File: src/verilog/ttu_pkg.sv
// Constants and types shared by the triple timer unit
package ttu_pkg;
  // ----------------------------------------------------------------
  // Select decode
  // ----------------------------------------------------------------
  localparam logic [2:0] SEL_CTRL13 = 3'h0;
  localparam logic [2:0] SEL_CTRL2  = 3'h1;
  // Control register bit positions
  localparam int BIT_ADDR_SEL  = 0;
  localparam int BIT_CLK_SRC   = 1;
  localparam int BIT_WIDTH     = 2;
  localparam int BIT_MODE_A    = 3;
  localparam int BIT_MODE_B    = 4;
  localparam int BIT_MODE_C    = 5;
  localparam int BIT_IRQ_EN    = 6;
  localparam int BIT_OUT_EN    = 7;
  localparam int BIT_COMPOSITE = 7;
  // ----------------------------------------------------------------
  // Reset values and sizes
  // ----------------------------------------------------------------
  localparam logic [7:0]  CTRL1_RESET  = 8'h01;
  localparam logic [7:0]  CTRL_RESET   = 8'h00;
  localparam logic [15:0] LATCH_RESET  = 16'hFFFF;
  localparam int          PRESCALE_BITS = 3;
  localparam int          SYNC_DEPTH    = 3;
  // Operating modes from bits 3 and 5
  typedef enum logic [1:0] {
    TTU_CONT   = 2'b00,
    TTU_SINGLE = 2'b01,
    TTU_FREQ   = 2'b10,
    TTU_PULSE  = 2'b11
  } ttu_mode_t;
endpackage : ttu_pkg

File: src/verilog/ttu_timer_unit.sv
// Triple 16-bit timer: register access, control and input conditioning
`timescale 1ns/100ps
module ttu_timer_unit (
  // Clock and reset
  input  wire logic       clk,
  input  wire logic       rst_b,
  // Processor bus
  input  wire logic       chipSel,
  input  wire logic       readNotWrite,
  input  wire logic [2:0] selectLine,
  input  wire logic [7:0] dataIn,
  output logic      [7:0] dataOut,
  output logic            dataOe,
  // Interrupt request, open drain
  output logic            irqOut_b,
  output logic            irqOe,
  // Timer pins
  input  wire logic       hardwareClearIn_b,
  input  wire logic [2:0] extClock_b,
  input  wire logic [2:0] holdOff_b,
  output logic      [2:0] waveformOut
);
  // ----------------------------------------------------------------
  // Declarations
  // ----------------------------------------------------------------
  logic [7:0]  ctrl_reg [3];
  logic [15:0] latch_reg [3];
  logic [15:0] count_reg [3];
  logic [7:0]  highBuf_reg;
  logic [7:0]  lowBuf_reg;
  logic [2:0]  flag_reg;
  logic [2:0]  armed_reg;
  logic [2:0]  wave_reg;
  logic [2:0]  shotDone_reg;
  localparam int PRESCALE_BITS_L = ttu_pkg::PRESCALE_BITS;
  logic [PRESCALE_BITS_L-1:0] preCnt_reg;

  logic [6:0]  syncLevel;
  logic [6:0]  syncFall;
  logic        preLevel;
  logic        preFall;
  logic        writeStb;
  logic        readStb;
  logic        clrActive;
  logic        resetCond;
  logic        composite;
  logic [1:0]  selTimer;
  logic [2:0]  latchWr;
  logic [2:0]  cntRead;
  logic [2:0]  srcEvent;
  logic [2:0]  clkEvent;
  logic [2:0]  gateLow;
  logic [2:0]  gateFall;
  logic [2:0]  initReq;
  logic [2:0]  timeout;
  logic [15:0] count_next [3];
  logic [15:0] latch_next [3];

  // ----------------------------------------------------------------
  // Helpers
  // ----------------------------------------------------------------
  // Mode from bits 3 and 5
  function automatic ttu_pkg::ttu_mode_t modeOf(input logic [7:0] c);
    modeOf = ttu_pkg::ttu_mode_t'({c[ttu_pkg::BIT_MODE_A], c[ttu_pkg::BIT_MODE_C]});
  endfunction : modeOf

  // One counting step; bit 16 flags the time-out
  function automatic logic [16:0] tick(input logic [15:0] c, input logic [15:0] l,
                                       input logic dual);
    tick = {1'b0, c - 16'h0001};
    if (!dual) begin
      if (c == 16'h0000) tick = {1'b1, l};
    end else if (c[7:0] == 8'h00) begin
      if (c[15:8] == 8'h00) tick = {1'b1, l};
      else tick = {1'b0, c[15:8] - 8'h01, l[7:0]};
    end else begin
      tick = {1'b0, c[15:8], c[7:0] - 8'h01};
    end
  endfunction : tick

  // ----------------------------------------------------------------
  // Input conditioning
  // ----------------------------------------------------------------
  // Clear, hold-off and clock pins share one synchroniser
  ttu_input_sync #(
    .WIDTH  (7),
    .STAGES (ttu_pkg::SYNC_DEPTH)
  ) u_pinSync (
    .clk       (clk),
    .rst_b     (rst_b),
    .rawIn     ({hardwareClearIn_b, holdOff_b, extClock_b}),
    .levelOut  (syncLevel),
    .fallPulse (syncFall)
  );

  // Prescaler output recognised like an external clock
  ttu_input_sync #(
    .WIDTH  (1),
    .STAGES (ttu_pkg::SYNC_DEPTH)
  ) u_preSync (
    .clk       (clk),
    .rst_b     (rst_b),
    .rawIn     (preCnt_reg[PRESCALE_BITS_L-1]),
    .levelOut  (preLevel),
    .fallPulse (preFall)
  );

  // ----------------------------------------------------------------
  // Decode and event logic
  // ----------------------------------------------------------------
  assign writeStb  = chipSel & ~readNotWrite;
  assign readStb   = chipSel & readNotWrite;
  assign clrActive = ~syncLevel[6];
  assign resetCond = clrActive | ctrl_reg[0][ttu_pkg::BIT_ADDR_SEL];
  assign selTimer  = selectLine[2:1] - 2'd1;
  assign gateLow   = ~syncLevel[5:3];
  assign gateFall  = syncFall[5:3];

  // Per-timer strobes and clock selection
  always_comb begin
    for (int i = 0; i < 3; i++) begin
      latchWr[i]  = writeStb && selectLine[0] && selTimer == 2'(i);
      cntRead[i]  = readStb && !selectLine[0] && selectLine[2:1] != 2'd0 && selTimer == 2'(i);
      srcEvent[i] = ctrl_reg[i][ttu_pkg::BIT_CLK_SRC] ? 1'b1 : syncFall[i];
      clkEvent[i] = srcEvent[i];
      latch_next[i] = {highBuf_reg, dataIn};
      initReq[i]  = gateFall[i] || (latchWr[i] && !ctrl_reg[i][ttu_pkg::BIT_MODE_B]);
    end
    if (ctrl_reg[2][ttu_pkg::BIT_ADDR_SEL]) clkEvent[2] = preFall;
  end

  // Next count; hold-off gates the counter itself
  always_comb begin
    for (int i = 0; i < 3; i++) begin
      logic [16:0] t;
      t = tick(count_reg[i], latch_reg[i], ctrl_reg[i][ttu_pkg::BIT_WIDTH]);
      timeout[i]    = 1'b0;
      count_next[i] = count_reg[i];
      if (initReq[i]) begin
        count_next[i] = latchWr[i] ? latch_next[i] : latch_reg[i];
      end else if (clkEvent[i] && gateLow[i]) begin
        count_next[i] = t[15:0];
        timeout[i]    = t[16];
      end
    end
  end

  // ----------------------------------------------------------------
  // Control registers
  // ----------------------------------------------------------------
  // Internal reset bit never touches these
  always_ff @(posedge clk) begin
    if (!rst_b || clrActive) begin
      ctrl_reg[0] <= ttu_pkg::CTRL1_RESET;
      ctrl_reg[1] <= ttu_pkg::CTRL_RESET;
      ctrl_reg[2] <= ttu_pkg::CTRL_RESET;
    end else if (writeStb) begin
      if (selectLine == ttu_pkg::SEL_CTRL2) ctrl_reg[1] <= dataIn;
      if (selectLine == ttu_pkg::SEL_CTRL13) begin
        if (ctrl_reg[1][ttu_pkg::BIT_ADDR_SEL]) ctrl_reg[0] <= dataIn;
        else ctrl_reg[2] <= dataIn;
      end
    end
  end

  // Holding buffer and latches
  always_ff @(posedge clk) begin
    if (!rst_b || clrActive) begin
      highBuf_reg <= 8'h00;
      for (int i = 0; i < 3; i++) latch_reg[i] <= ttu_pkg::LATCH_RESET;
    end else if (writeStb) begin
      if (!selectLine[0] && selectLine[2:1] != 2'd0) highBuf_reg <= dataIn;
      for (int i = 0; i < 3; i++) begin
        if (latchWr[i]) latch_reg[i] <= latch_next[i];
      end
    end
  end

  // ----------------------------------------------------------------
  // Counters and prescaler
  // ----------------------------------------------------------------
  // Preset from latches while the internal reset bit stands; external reset and hardware clear load LATCH_RESET
  always_ff @(posedge clk) begin
    for (int i = 0; i < 3; i++) begin
      if (!rst_b || clrActive) count_reg[i] <= ttu_pkg::LATCH_RESET;
      else if (resetCond) count_reg[i] <= latch_reg[i];
      else count_reg[i] <= count_next[i];
    end
  end

  // Divide-by-8 on timer 3 clock source
  always_ff @(posedge clk) begin
    if (!rst_b || resetCond) preCnt_reg <= '0;
    else if (srcEvent[2]) preCnt_reg <= preCnt_reg + PRESCALE_BITS_L'(1);
  end

  // ----------------------------------------------------------------
  // Waveform generation
  // ----------------------------------------------------------------
  always_ff @(posedge clk) begin
    if (!rst_b || resetCond) begin
      wave_reg     <= '0;
      shotDone_reg <= '0;
    end else begin
      for (int i = 0; i < 3; i++) begin
        case (modeOf(ctrl_reg[i]))
          ttu_pkg::TTU_CONT: begin
            if (initReq[i]) wave_reg[i] <= 1'b0;
            else if (ctrl_reg[i][ttu_pkg::BIT_WIDTH])
              wave_reg[i] <= !timeout[i] && count_next[i][15:8] == 8'h00;
            else if (timeout[i]) wave_reg[i] <= !wave_reg[i];
          end
          ttu_pkg::TTU_SINGLE: begin
            if (initReq[i]) begin
              wave_reg[i]     <= !ctrl_reg[i][ttu_pkg::BIT_WIDTH];
              shotDone_reg[i] <= 1'b0;
            end else if (timeout[i]) begin
              wave_reg[i]     <= 1'b0;
              shotDone_reg[i] <= 1'b1;
            end else if (ctrl_reg[i][ttu_pkg::BIT_WIDTH] && !shotDone_reg[i]) begin
              wave_reg[i] <= count_next[i][15:8] == 8'h00;
            end
          end
          ttu_pkg::TTU_FREQ, ttu_pkg::TTU_PULSE: begin
            if (timeout[i]) wave_reg[i] <= !wave_reg[i];
          end
          default: wave_reg[i] <= 1'b0;
        endcase
      end
    end
  end

  // Output enable gate acts at once
  always_comb begin
    for (int i = 0; i < 3; i++)
      waveformOut[i] = wave_reg[i] & ctrl_reg[i][ttu_pkg::BIT_OUT_EN];
  end

  // ----------------------------------------------------------------
  // Interrupt flags
  // ----------------------------------------------------------------
  // Time-out sets; in the same cycle set beats a latch-write or read clear, and reset beats set
  always_ff @(posedge clk) begin
    if (!rst_b || resetCond) begin
      flag_reg  <= '0;
      armed_reg <= '0;
    end else begin
      for (int i = 0; i < 3; i++) begin
        if (timeout[i]) begin
          flag_reg[i] <= 1'b1;
        end else if (initReq[i] || latchWr[i] || (cntRead[i] && armed_reg[i])) begin
          flag_reg[i]  <= 1'b0;
          armed_reg[i] <= 1'b0;
        end else if (readStb && selectLine == ttu_pkg::SEL_CTRL2 && flag_reg[i]) begin
          armed_reg[i] <= 1'b1;
        end
      end
    end
  end

  // Composite flag and open-drain request
  always_comb begin
    composite = 1'b0;
    for (int i = 0; i < 3; i++)
      composite = composite | (flag_reg[i] & ctrl_reg[i][ttu_pkg::BIT_IRQ_EN]);
  end
  assign irqOut_b = 1'b0;
  assign irqOe    = composite;

  // ----------------------------------------------------------------
  // Read path
  // ----------------------------------------------------------------
  // Registered read data; counter read captures low byte
  always_ff @(posedge clk) begin
    if (!rst_b) begin
      dataOut    <= 8'h00;
      dataOe     <= 1'b0;
      lowBuf_reg <= 8'h00;
    end else begin
      dataOe <= readStb;
      if (readStb) begin
        if (selectLine == ttu_pkg::SEL_CTRL13) dataOut <= 8'h00;
        else if (selectLine == ttu_pkg::SEL_CTRL2)
          dataOut <= {composite, 4'h0, flag_reg};
        else if (selectLine[0]) dataOut <= lowBuf_reg;
        else begin
          dataOut    <= count_reg[selTimer][15:8];
          lowBuf_reg <= count_reg[selTimer][7:0];
        end
      end
    end
  end
endmodule : ttu_timer_unit

File: src/verilog/ttu_input_sync.sv
// Free-running synchroniser with recognised level and falling pulse
`timescale 1ns/100ps
module ttu_input_sync #(
  parameter int WIDTH  = 1,
  parameter int STAGES = 3
) (
  // Clock and reset
  input  wire logic             clk,
  input  wire logic             rst_b,
  // Raw and recognised inputs
  input  wire logic [WIDTH-1:0] rawIn,
  output logic      [WIDTH-1:0] levelOut,
  output logic      [WIDTH-1:0] fallPulse
);
  if (STAGES < 2) begin : g_bad
    $error("ttu_input_sync needs at least two stages");
  end

  logic [WIDTH-1:0] stage [STAGES];

  // Shift chain; first stage feeds the second, and also the outputs when STAGES is 2
  always_ff @(posedge clk) begin
    if (!rst_b) begin
      for (int s = 0; s < STAGES; s++) stage[s] <= '1;
    end else begin
      stage[0] <= rawIn;
      for (int s = 1; s < STAGES; s++) stage[s] <= stage[s-1];
    end
  end

  // Registered level and falling edge, seen on the next pulse
  always_ff @(posedge clk) begin
    if (!rst_b) begin
      levelOut  <= '1;
      fallPulse <= '0;
    end else begin
      levelOut  <= stage[STAGES-2];
      fallPulse <= stage[STAGES-1] & ~stage[STAGES-2];
    end
  end
endmodule : ttu_input_sync

File: config.mk
export PLATFORM = sky130hd
export DESIGN_NAME = ttu_timer_unit
export DESIGN_NICKNAME = d
export VERILOG_FILES = /design/src/verilog/ttu_pkg.sv /design/src/verilog/ttu_timer_unit.sv /design/src/verilog/ttu_input_sync.sv
export SDC_FILE = /design/constraint.sdc
export NUM_CORES = 1
export LEC_CHECK = 0
export ABC_AREA = 1
export ABC_CLOCK_PERIOD_IN_PS = 5200
export BUFFER_PORTS_ARGS = -buffer_cell sky130_fd_sc_hd__buf_2
export CAP_MARGIN = 0
export CORE_UTILIZATION = 56
export CTS_CLUSTER_DIAMETER = 200
export DETAILED_ROUTE_END_ITERATION = 10
export GPL_ROUTABILITY_DRIVEN = 0
export PLACE_DENSITY = 0.81
export SLEW_MARGIN = 20
export SYNTH_ARGS = -nofsm -noshare
export SYNTH_HDL_FRONTEND = slang
export SYNTH_HIERARCHICAL = 1
export SYNTH_SLANG_ARGS = --single-unit
File: constraint.sdc
create_clock -name clk -period 5.2 [get_ports clk]
set_input_delay 1.56 -clock clk [delete_from_list [all_inputs] [get_ports clk]]
set_output_delay 1.56 -clock clk [all_outputs]
set_load 0.02 [all_outputs]
# Word level (Yosys, flattened, before mapping)
# Memory sizes are Yosys's and may differ from the RTL's.
# Cells that the tools add are included.
# word_totals
ff_bits	54
ramBits	144
in_bits	22
output_inout_bits	14
word_cells	315
n_memories	5
# classes
n_addsub	11
eq_ne	15
muxes	127
n_bitwise	42
n_reduce_logical	95
# mem_list
memory	depth	width	rd	rd_clocked_by_memory_dff	write_ports	line_no	source
count_reg	3	16	4	0	3	ttu_timer_unit.sv:28	logic [15:0] count_reg [3];
latch_reg	3	16	3	0	3	ttu_timer_unit.sv:27	logic [15:0] latch_reg [3];
ctrl_reg	3	8	3	0	3	ttu_timer_unit.sv:26	logic [7:0] ctrl_reg [3];
u_pinSync.stage	3	7	3	0	3	ttu_input_sync.sv:19	logic [WIDTH-1:0] stage [STAGES];
u_preSync.stage	3	1	3	0	3	ttu_input_sync.sv:19	
# ops
operator	n
$mux 16	18
$mux 17	12
$mux 1	85
$logic_not 8->1	9
$logic_not 16->1	3
$mux 8	6
$sub 16x1->16 const B	3
$sub 8x1->8 const B	6
$logic_and 1x1->1	29
$mux 7	3
$or 1x1->1	21
$reduce_bool 2->1	10
$logic_not 1->1	17
$eq 2x2->1 const B	7
$reduce_and 2->1	7
$ne 4x4->1 const B	3
$logic_or 1x1->1	11
$and 1x1->1	9
$not 1->1	9
$pmux 1 s3	3
$eq 2x1->1 const B	4
$logic_not 2->1	4
$and 6x6->6	1
$not 6->6	1
7 further kinds	9

# Longest topological paths before layout
# Gate-level depths: netlist of the first run.
# depth
ltp_word	12
mapped_depth	20
depth_no_buf	20

# By module
# The synthesis of the first run kept the hierarchy.
# modules_own_cells
mod	n_inst	cells_each	area_per_inst_um2	seq_area_each_um2
ttu_timer_unit	1	1344	10176.0	4404.2
ttu_input_sync (u_pinSync)	1	93	835.8	560.5
ttu_input_sync (u_preSync)	1	12	115.1	80.1

# Worst setup path after synthesis of the first run
# Ideal clock, no wire load.
# synth_path
path_kind	input-to-reg
start	in selectLine[1]
end	mem latch_reg[1][0], in the netlist latch_reg[0][16], enable pin
setup_time_ps	363
t_arrival_ps	3136
required_time_ps	4837
slack_ps	1700
stages	9
n_path_buf	3
cell_sequence	clkbuf_1 > inv_1 > ha_1 > inv_1 > nor2_4 > inv_2 > buf_6 > clkbuf_1 > nand2_1
# synth_rtl
item	line_no	source
start: declaration	ttu_timer_unit.sv:10	input wire logic [2:0] selectLine,
end: declaration	ttu_timer_unit.sv:27	

# Worst setup path after layout of the first run
# layout_path
start	in selectLine[1]
end	reg dataOut[2]
# layout_via
elab_chain_len	5
elab_cells_between_ends	7
classes_between	add/sub: 1; eq/ne: 1; mux: 3; reduce/logical: 1; memory: 1
# layout_lines
item	line_no	source
$sub 2x1->2	ttu_timer_unit.sv:115	assign selTimer = selectLine[2:1] - 2'd1;
$mem_v2 3x16	n/a	
$mux 8	ttu_timer_unit.sv:285	else if (selectLine[0]) dataOut <= lowBuf_reg;
$mux 8	ttu_timer_unit.sv:283	else if (selectLine == ttu_pkg::SEL_CTRL2)
$mux 8 (*)	ttu_timer_unit.sv:282	if (selectLine == ttu_pkg::SEL_CTRL13) dataOut <= 8'h00;
end signal: assignment	ttu_timer_unit.sv:284	dataOut <= {composite, 4'h0, flag_reg};
end signal: assignment	ttu_timer_unit.sv:285	
end signal: assignment	ttu_timer_unit.sv:287	dataOut <= count_reg[selTimer][15:8];
end: declaration	ttu_timer_unit.sv:12	output logic [7:0] dataOut,
# Mark *: on every way between the ends. The rest lies on a longest branch, timed or not.
# A chain may end at the register's enable or synchronous reset.

==> results of run 1 <==
-- through the flow --
stage / setup WS, ns / std cells / utilization (%) / hold slack (ns)
3_3_place_gp: 1.07 / 1723 / 59.2 / 0.380
3_5_place_dp: 0.972 / 1723 / 59.2 / 0.386
5_1_grt: 1.05 / 1755 / 62.5 / 0.414
6_report: 1.33 / 1755 / 62.5 / 0.408
4_1_cts: 1.39 / 1755 / 62.5 / 0.407
2_1_floorplan: 1.70 / 1466 / - / 0.380
-- power by group through the flow --
| stage | logic (W) | registers, W | clock network [W] |
|---|---|---|---|
| after floorplan | 0.000166 | 0.00170 | 0 |
| after global placement | 0.000238 | 0.00170 | 0 |
| after detailed placement | 0.000242 | 0.00170 | 0 |
| after CTS | 0.000245 | 0.00167 | 0.00139 |
| after global routing | 0.000276 | 0.00167 | 0.00146 |
| final | 0.000254 | 0.00167 | 0.00140 |
-- worst max-delay path by stage --
stage / from / endpoint / depth (start not counted)
global route: selectLine[1] / dataOut[1] / 11
floorplan: selectLine[1] / latch_reg[0][16] / 9
finish: selectLine[1] / dataOut[2] / 11
detailed placement: selectLine[1] / dataOut[7] / 11
CTS: selectLine[1] / dataOut[7] / 11
global placement: selectLine[1] / dataOut[1] / 11
-- final cells by class --
| type | count | area (sq um) |
|---|---|---|
| clock inverters | 14 | 193 |
| inverters | 171 | 646 |
| repair buffers | 43 | 238 |
| flip-flops and latches | 191 | 5020 |
| multi-input cells | 1053 | 5250 |
| well taps | 265 | 332 |
| clock buffers | 18 | 439 |
| fillers | 1672 | 7280 |
-- metal layers --
metal | track usage (%) | up-vias | share of wire (%) | wire (microns)
met2 | 51.2 | 812 | 43 | 14500
met3 | 11.3 | 164 | 14 | 4740
li1 | - | 4891 | - | -
met5 | 0 | - | 0.033 | 11
met4 | 16.9 | 2 | 4.8 | 1640
met1 | 44.5 | 4711 | 38 | 12900
-- tightest hold or removal path: stages, from the launching register on --
cell,delay [ns]
dfxtp_1,0.31
inv_1,0.03
nand2_1,0.04
==> run_results.csv, run 1 <==
group,metric,value,unit
run_status,status,"finished, final reports clean",
routing,finalWirelength,33800,microns
clock_tree,clock_path_buffers,2,
die,dieArea,20300,sq um
global_routing,track_usage,34.3,%
sta,tightest_slew,1.08,ns
finish,syn_to_final_growth,9.41,%
die,core-area,19400,sq um
finish,diodes,0,
global_routing,grt_pass1_vias,9597,
finish,final_cell_mix,"nand2_1 (334), nor2_1 (167), inv_1 (158)",
placement,placed_area,11500,sq um
worst_setup_path,crit_fanout,32,
synth,syn_inst,1443,
global_routing,grt_overflow,0,
sta,skew,0.0160,ns
power_and_ir_drop,p_leak,5.01,nW
finish,layout.cells.most_common,"nand2_1",
finish,drive_gt1_share,9.06,%
clock_tree,cts_hold_buf,0,
worst_setup_path,crit_top_cell,"o21ai_0",
power_and_ir_drop,sw_frac_of_total,27.8,%
worst_setup_path,start_kind,"input port",
sta,grt_setup_unrepaired,"false",
worst_setup_path,path_cells,"buf_2 -> inv_1 -> ha_1 -> inv_1 -> a21oi_1 -> o21ai_0 -> o211ai_1 -> o21ai_0 -> o21ai_0 -> nand2_1 -> a21oi_1",
clock_tree,cts_root_buf,"clkbuf_16",
routing,drc,0,
clock_tree,post_cts_buffers,0,
clock_tree,path_clk_slew,0.08,ns
clock_tree,clock-sinks,191,
routing,drtAntennaViolNets,0,
worst_setup_path,max_stage_delay,0.67,ns
power_and_ir_drop,p_comb_share,7.7,%
power_and_ir_drop,p_per_area,274,nW/um^2
run,max-cap-violations,0,
sta,max_freq,258,MHz
finish,num-nets-final,1513,
routing,wl_per_cell,19.3,microns
global_routing,grt_max_degree,34,
clock_tree,h-tree-depth,4,
worst_setup_path,timing.rr.end,"wave_reg[0]",
worst_setup_path,endpoint_kind,"flop",
sta,finalHoldViolCount,0,
sta,slew_headroom,27.8,%
power_and_ir_drop,vdd_drop_max,0.000265,V
power_and_ir_drop,total_power,0.00332,W
global_routing,antenna_found_initial,1,
routing,viasPerCell,6.03,
hold_path,min_from,"u_pinSync/stage[0][0]",
sta,finalSetupTns,0,ns
sta,fin_crit_sh,74.5,%
worst_setup_path,path_buf_inv,3,
routing,num_vias,10600,
finish,fin_area,12100,sq um
hold_path,hold_depth,2,
worst_setup_path,crit_arrival,4.24,ns
clock_tree,post_cts_resized,0,
worst_setup_path,criticalPathCategory,"in2reg",
hold_path,hold_class,"reg2reg",
sta,finalSetupViolations,0,
worst_setup_path,r2r_setup_slack,2.23,ns
routing,drtIter0Drc,1626,
synth,syn_area,11100,sq um
power_and_ir_drop,power.net_switching,0.000922,W
sta,final.min_clock_period,3.87,ns
placement,hpwl,24800,microns
die,rows,51,
clock_tree,cts_tree,"done",
worst_setup_path,crit_required,5.56,ns
synth,yosysWarnings,6,
die,die_y,143,microns
worst_setup_path,r2r-start,"count_reg[0][0]",
worst_setup_path,worst_path_dominant_cell_family,"buffers and inverters",
worst_setup_path,reg2regPathDepth,17,
hold_path,hold_end,"u_pinSync/stage[0][7]",
sta,finalMaxSlewViolations,0,
die,pin_count,36,
global_routing,grt_pass1_wl,52200,microns
synth,synth.avg_cell_area,7.68,sq um
power_and_ir_drop,clockPowerShare,42.0,%
die,initial_utilization,57.1,%
clock_tree,numCtsBuffers,17,
clock_tree,insertion_delay,0.45,ns
power_and_ir_drop,p_int,0.00240,W
die,dieWidth,143,microns
routing,drtPass1Iterations,7,
worst_setup_path,cp_slowest_cell,"ha_1",
power_and_ir_drop,seqPwrFrac,50.3,%
placement,portBuffers,34,
No activity file was read; power rests on OpenSTA's default activity.
==> inputs of run 2 (changes only) <==
Settings changed: ABC_CLOCK_PERIOD_IN_PS 5200 to 4050.
Clock period 5.2 ns to 4.05 ns, I/O delays scaled along.
==> run_results.csv, run 2 (same netlist as run 1, synthesis figures left out) <==
group,metric,value,unit
power_and_ir_drop,p_per_area,349,nW/um^2
clock_tree,clock-sinks,191,
clock_tree,clock_path_buffers,2,
routing,drtIter0Drc,1644,
placement,portBuffers,34,
sta,tightest_slew,1.13,ns
power_and_ir_drop,p_int,0.00307,W
routing,wl_per_cell,19.6,microns
sta,max_freq,323,MHz
clock_tree,insertion_delay,0.45,ns
worst_setup_path,crit_arrival,3.47,ns
run,max-cap-violations,0,
die,initial_utilization,57.1,%
routing,drtPass1Iterations,8,
sta,finalHoldViolCount,0,
placement,placed_area,11500,sq um
finish,fin_area,12200,sq um
finish,drive_gt1_share,9.55,%
sta,grt_setup_unrepaired,"false",
run_status,status,"finished, final reports clean",
finish,final_cell_mix,"nand2_1 (334), nor2_1 (167), inv_1 (158)",
die,dieWidth,143,microns
routing,drc,0,
clock_tree,post_cts_buffers,0,
die,core-area,19400,sq um
power_and_ir_drop,total_power,0.00425,W
clock_tree,cts_hold_buf,0,
finish,num-nets-final,1521,
worst_setup_path,start_kind,"input port",
sta,finalSetupViolations,0,
clock_tree,path_clk_slew,0.08,ns
sta,slew_headroom,24.8,%
power_and_ir_drop,p_comb_share,8.0,%
finish,diodes,0,
routing,drtAntennaViolNets,0,
sta,finalSetupTns,0,ns
routing,num_vias,10800,
routing,finalWirelength,34500,microns
power_and_ir_drop,p_leak,5.05,nW
power_and_ir_drop,power.net_switching,0.00118,W
sta,final.min_clock_period,3.09,ns
power_and_ir_drop,clockPowerShare,41.5,%
die,rows,51,
global_routing,antenna_found_initial,0,
clock_tree,cts_root_buf,"clkbuf_16",
routing,viasPerCell,6.10,
clock_tree,numCtsBuffers,17,
power_and_ir_drop,seqPwrFrac,50.5,%
power_and_ir_drop,vdd_drop_max,0.000356,V
worst_setup_path,criticalPathCategory,"in2reg",
die,dieArea,20300,sq um
placement,hpwl,25500,microns
global_routing,track_usage,34.6,%
die,die_y,143,microns
finish,layout.cells.most_common,"nand2_1",
global_routing,grt_pass1_vias,9486,
hold_path,hold_class,"reg2reg",
die,pin_count,36,
clock_tree,post_cts_resized,0,
sta,fin_crit_sh,76.4,%
global_routing,grt_overflow,0,
power_and_ir_drop,sw_frac_of_total,27.7,%
worst_setup_path,endpoint_kind,"flop",
clock_tree,cts_tree,"done",
worst_setup_path,crit_required,4.43,ns
sta,skew,0.0150,ns
global_routing,grt_pass1_wl,52300,microns
global_routing,grt_max_degree,34,
clock_tree,h-tree-depth,4,
worst_setup_path,crit_fanout,28,
sta,finalMaxSlewViolations,0,
finish,fillers,1650,
finish,syn_to_final_growth,9.86,%
-- run 2: layout make-up --
class | instances | area, sq um | share of cell area [%]
well taps | 265 | 332 | 2.72
clock inverters | 14 | 183 | 1.50
multi-input cells | 1053 | 5250 | 43.1
flip-flops and latches | 191 | 5020 | 41.3
repair buffers | 51 | 298 | 2.45
clock buffers | 18 | 439 | 3.61
inverters | 171 | 646 | 5.31
-- run 2: layer usage --
metal / global-route usage (%) / wire (microns) / vias up / share of wire (%)
li1: - / - / 4900 / -
met2: 52.0 / 14800 / 844 / 43
met3: 9.96 / 4990 / 139 / 14
met4: 16.9 / 1630 / 0 / 4.7
met1: 45.9 / 13000 / 4877 / 38
met5: 0 / 0 / - / 0
-- run 2: path summary, 6_finish.rpt --
path | from | endpoint | slack, ns | cells past startpoint
setup / recovery | selectLine[1] | wave_reg[1] | 0.96 | 18
hold / removal | u_pinSync/stage[0][4] | u_pinSync/stage[0][11] | 0.40 | 2
setup reg to reg | count_reg[0][0] | wave_reg[0] | 1.09 | 17
hold reg to reg | u_pinSync/stage[0][4] | u_pinSync/stage[0][11] | 0.40 | 2
-- run 2: metrics by stage --
stage	worst slack [ns]	instances	hold WS, ns	util, %
after CTS	1.03	1763	0.406	62.7
after detailed placement	0.665	1731	0.387	59.5
after global placement	0.744	1731	0.381	59.5
after global routing	0.734	1763	0.424	62.7
final	0.957	1763	0.403	62.7
after floorplan	0.895	1466	0.380	-
-- run 2: critical path: stages --
cell and delay, ns:
buf_2 0.16, inv_1 0.19, ha_1 0.22, inv_1 0.08
nor2_4 0.23, inv_2 0.23, nand2_1 0.12, o21ai_0 0.08
nand2_1 0.07, a21boi_1 0.25, nand2_1 0.13, nor2_1 0.11
nand2_1 0.06, nand2_1 0.05, nand2_1 0.05, nand2_1 0.06
nand2_1 0.05, a21oi_1 0.10
-- run 2: power by group through the flow --
stage / logic (W) / clock network (W) / registers [W]
3_3_place_gp: 0.000318 / 0 / 0.00219
4_1_cts: 0.000327 / 0.00176 / 0.00214
5_1_grt: 0.000365 / 0.00183 / 0.00215
6_report: 0.000342 / 0.00176 / 0.00215
3_5_place_dp: 0.000324 / 0 / 0.00219
2_1_floorplan: 0.000213 / 0 / 0.00218
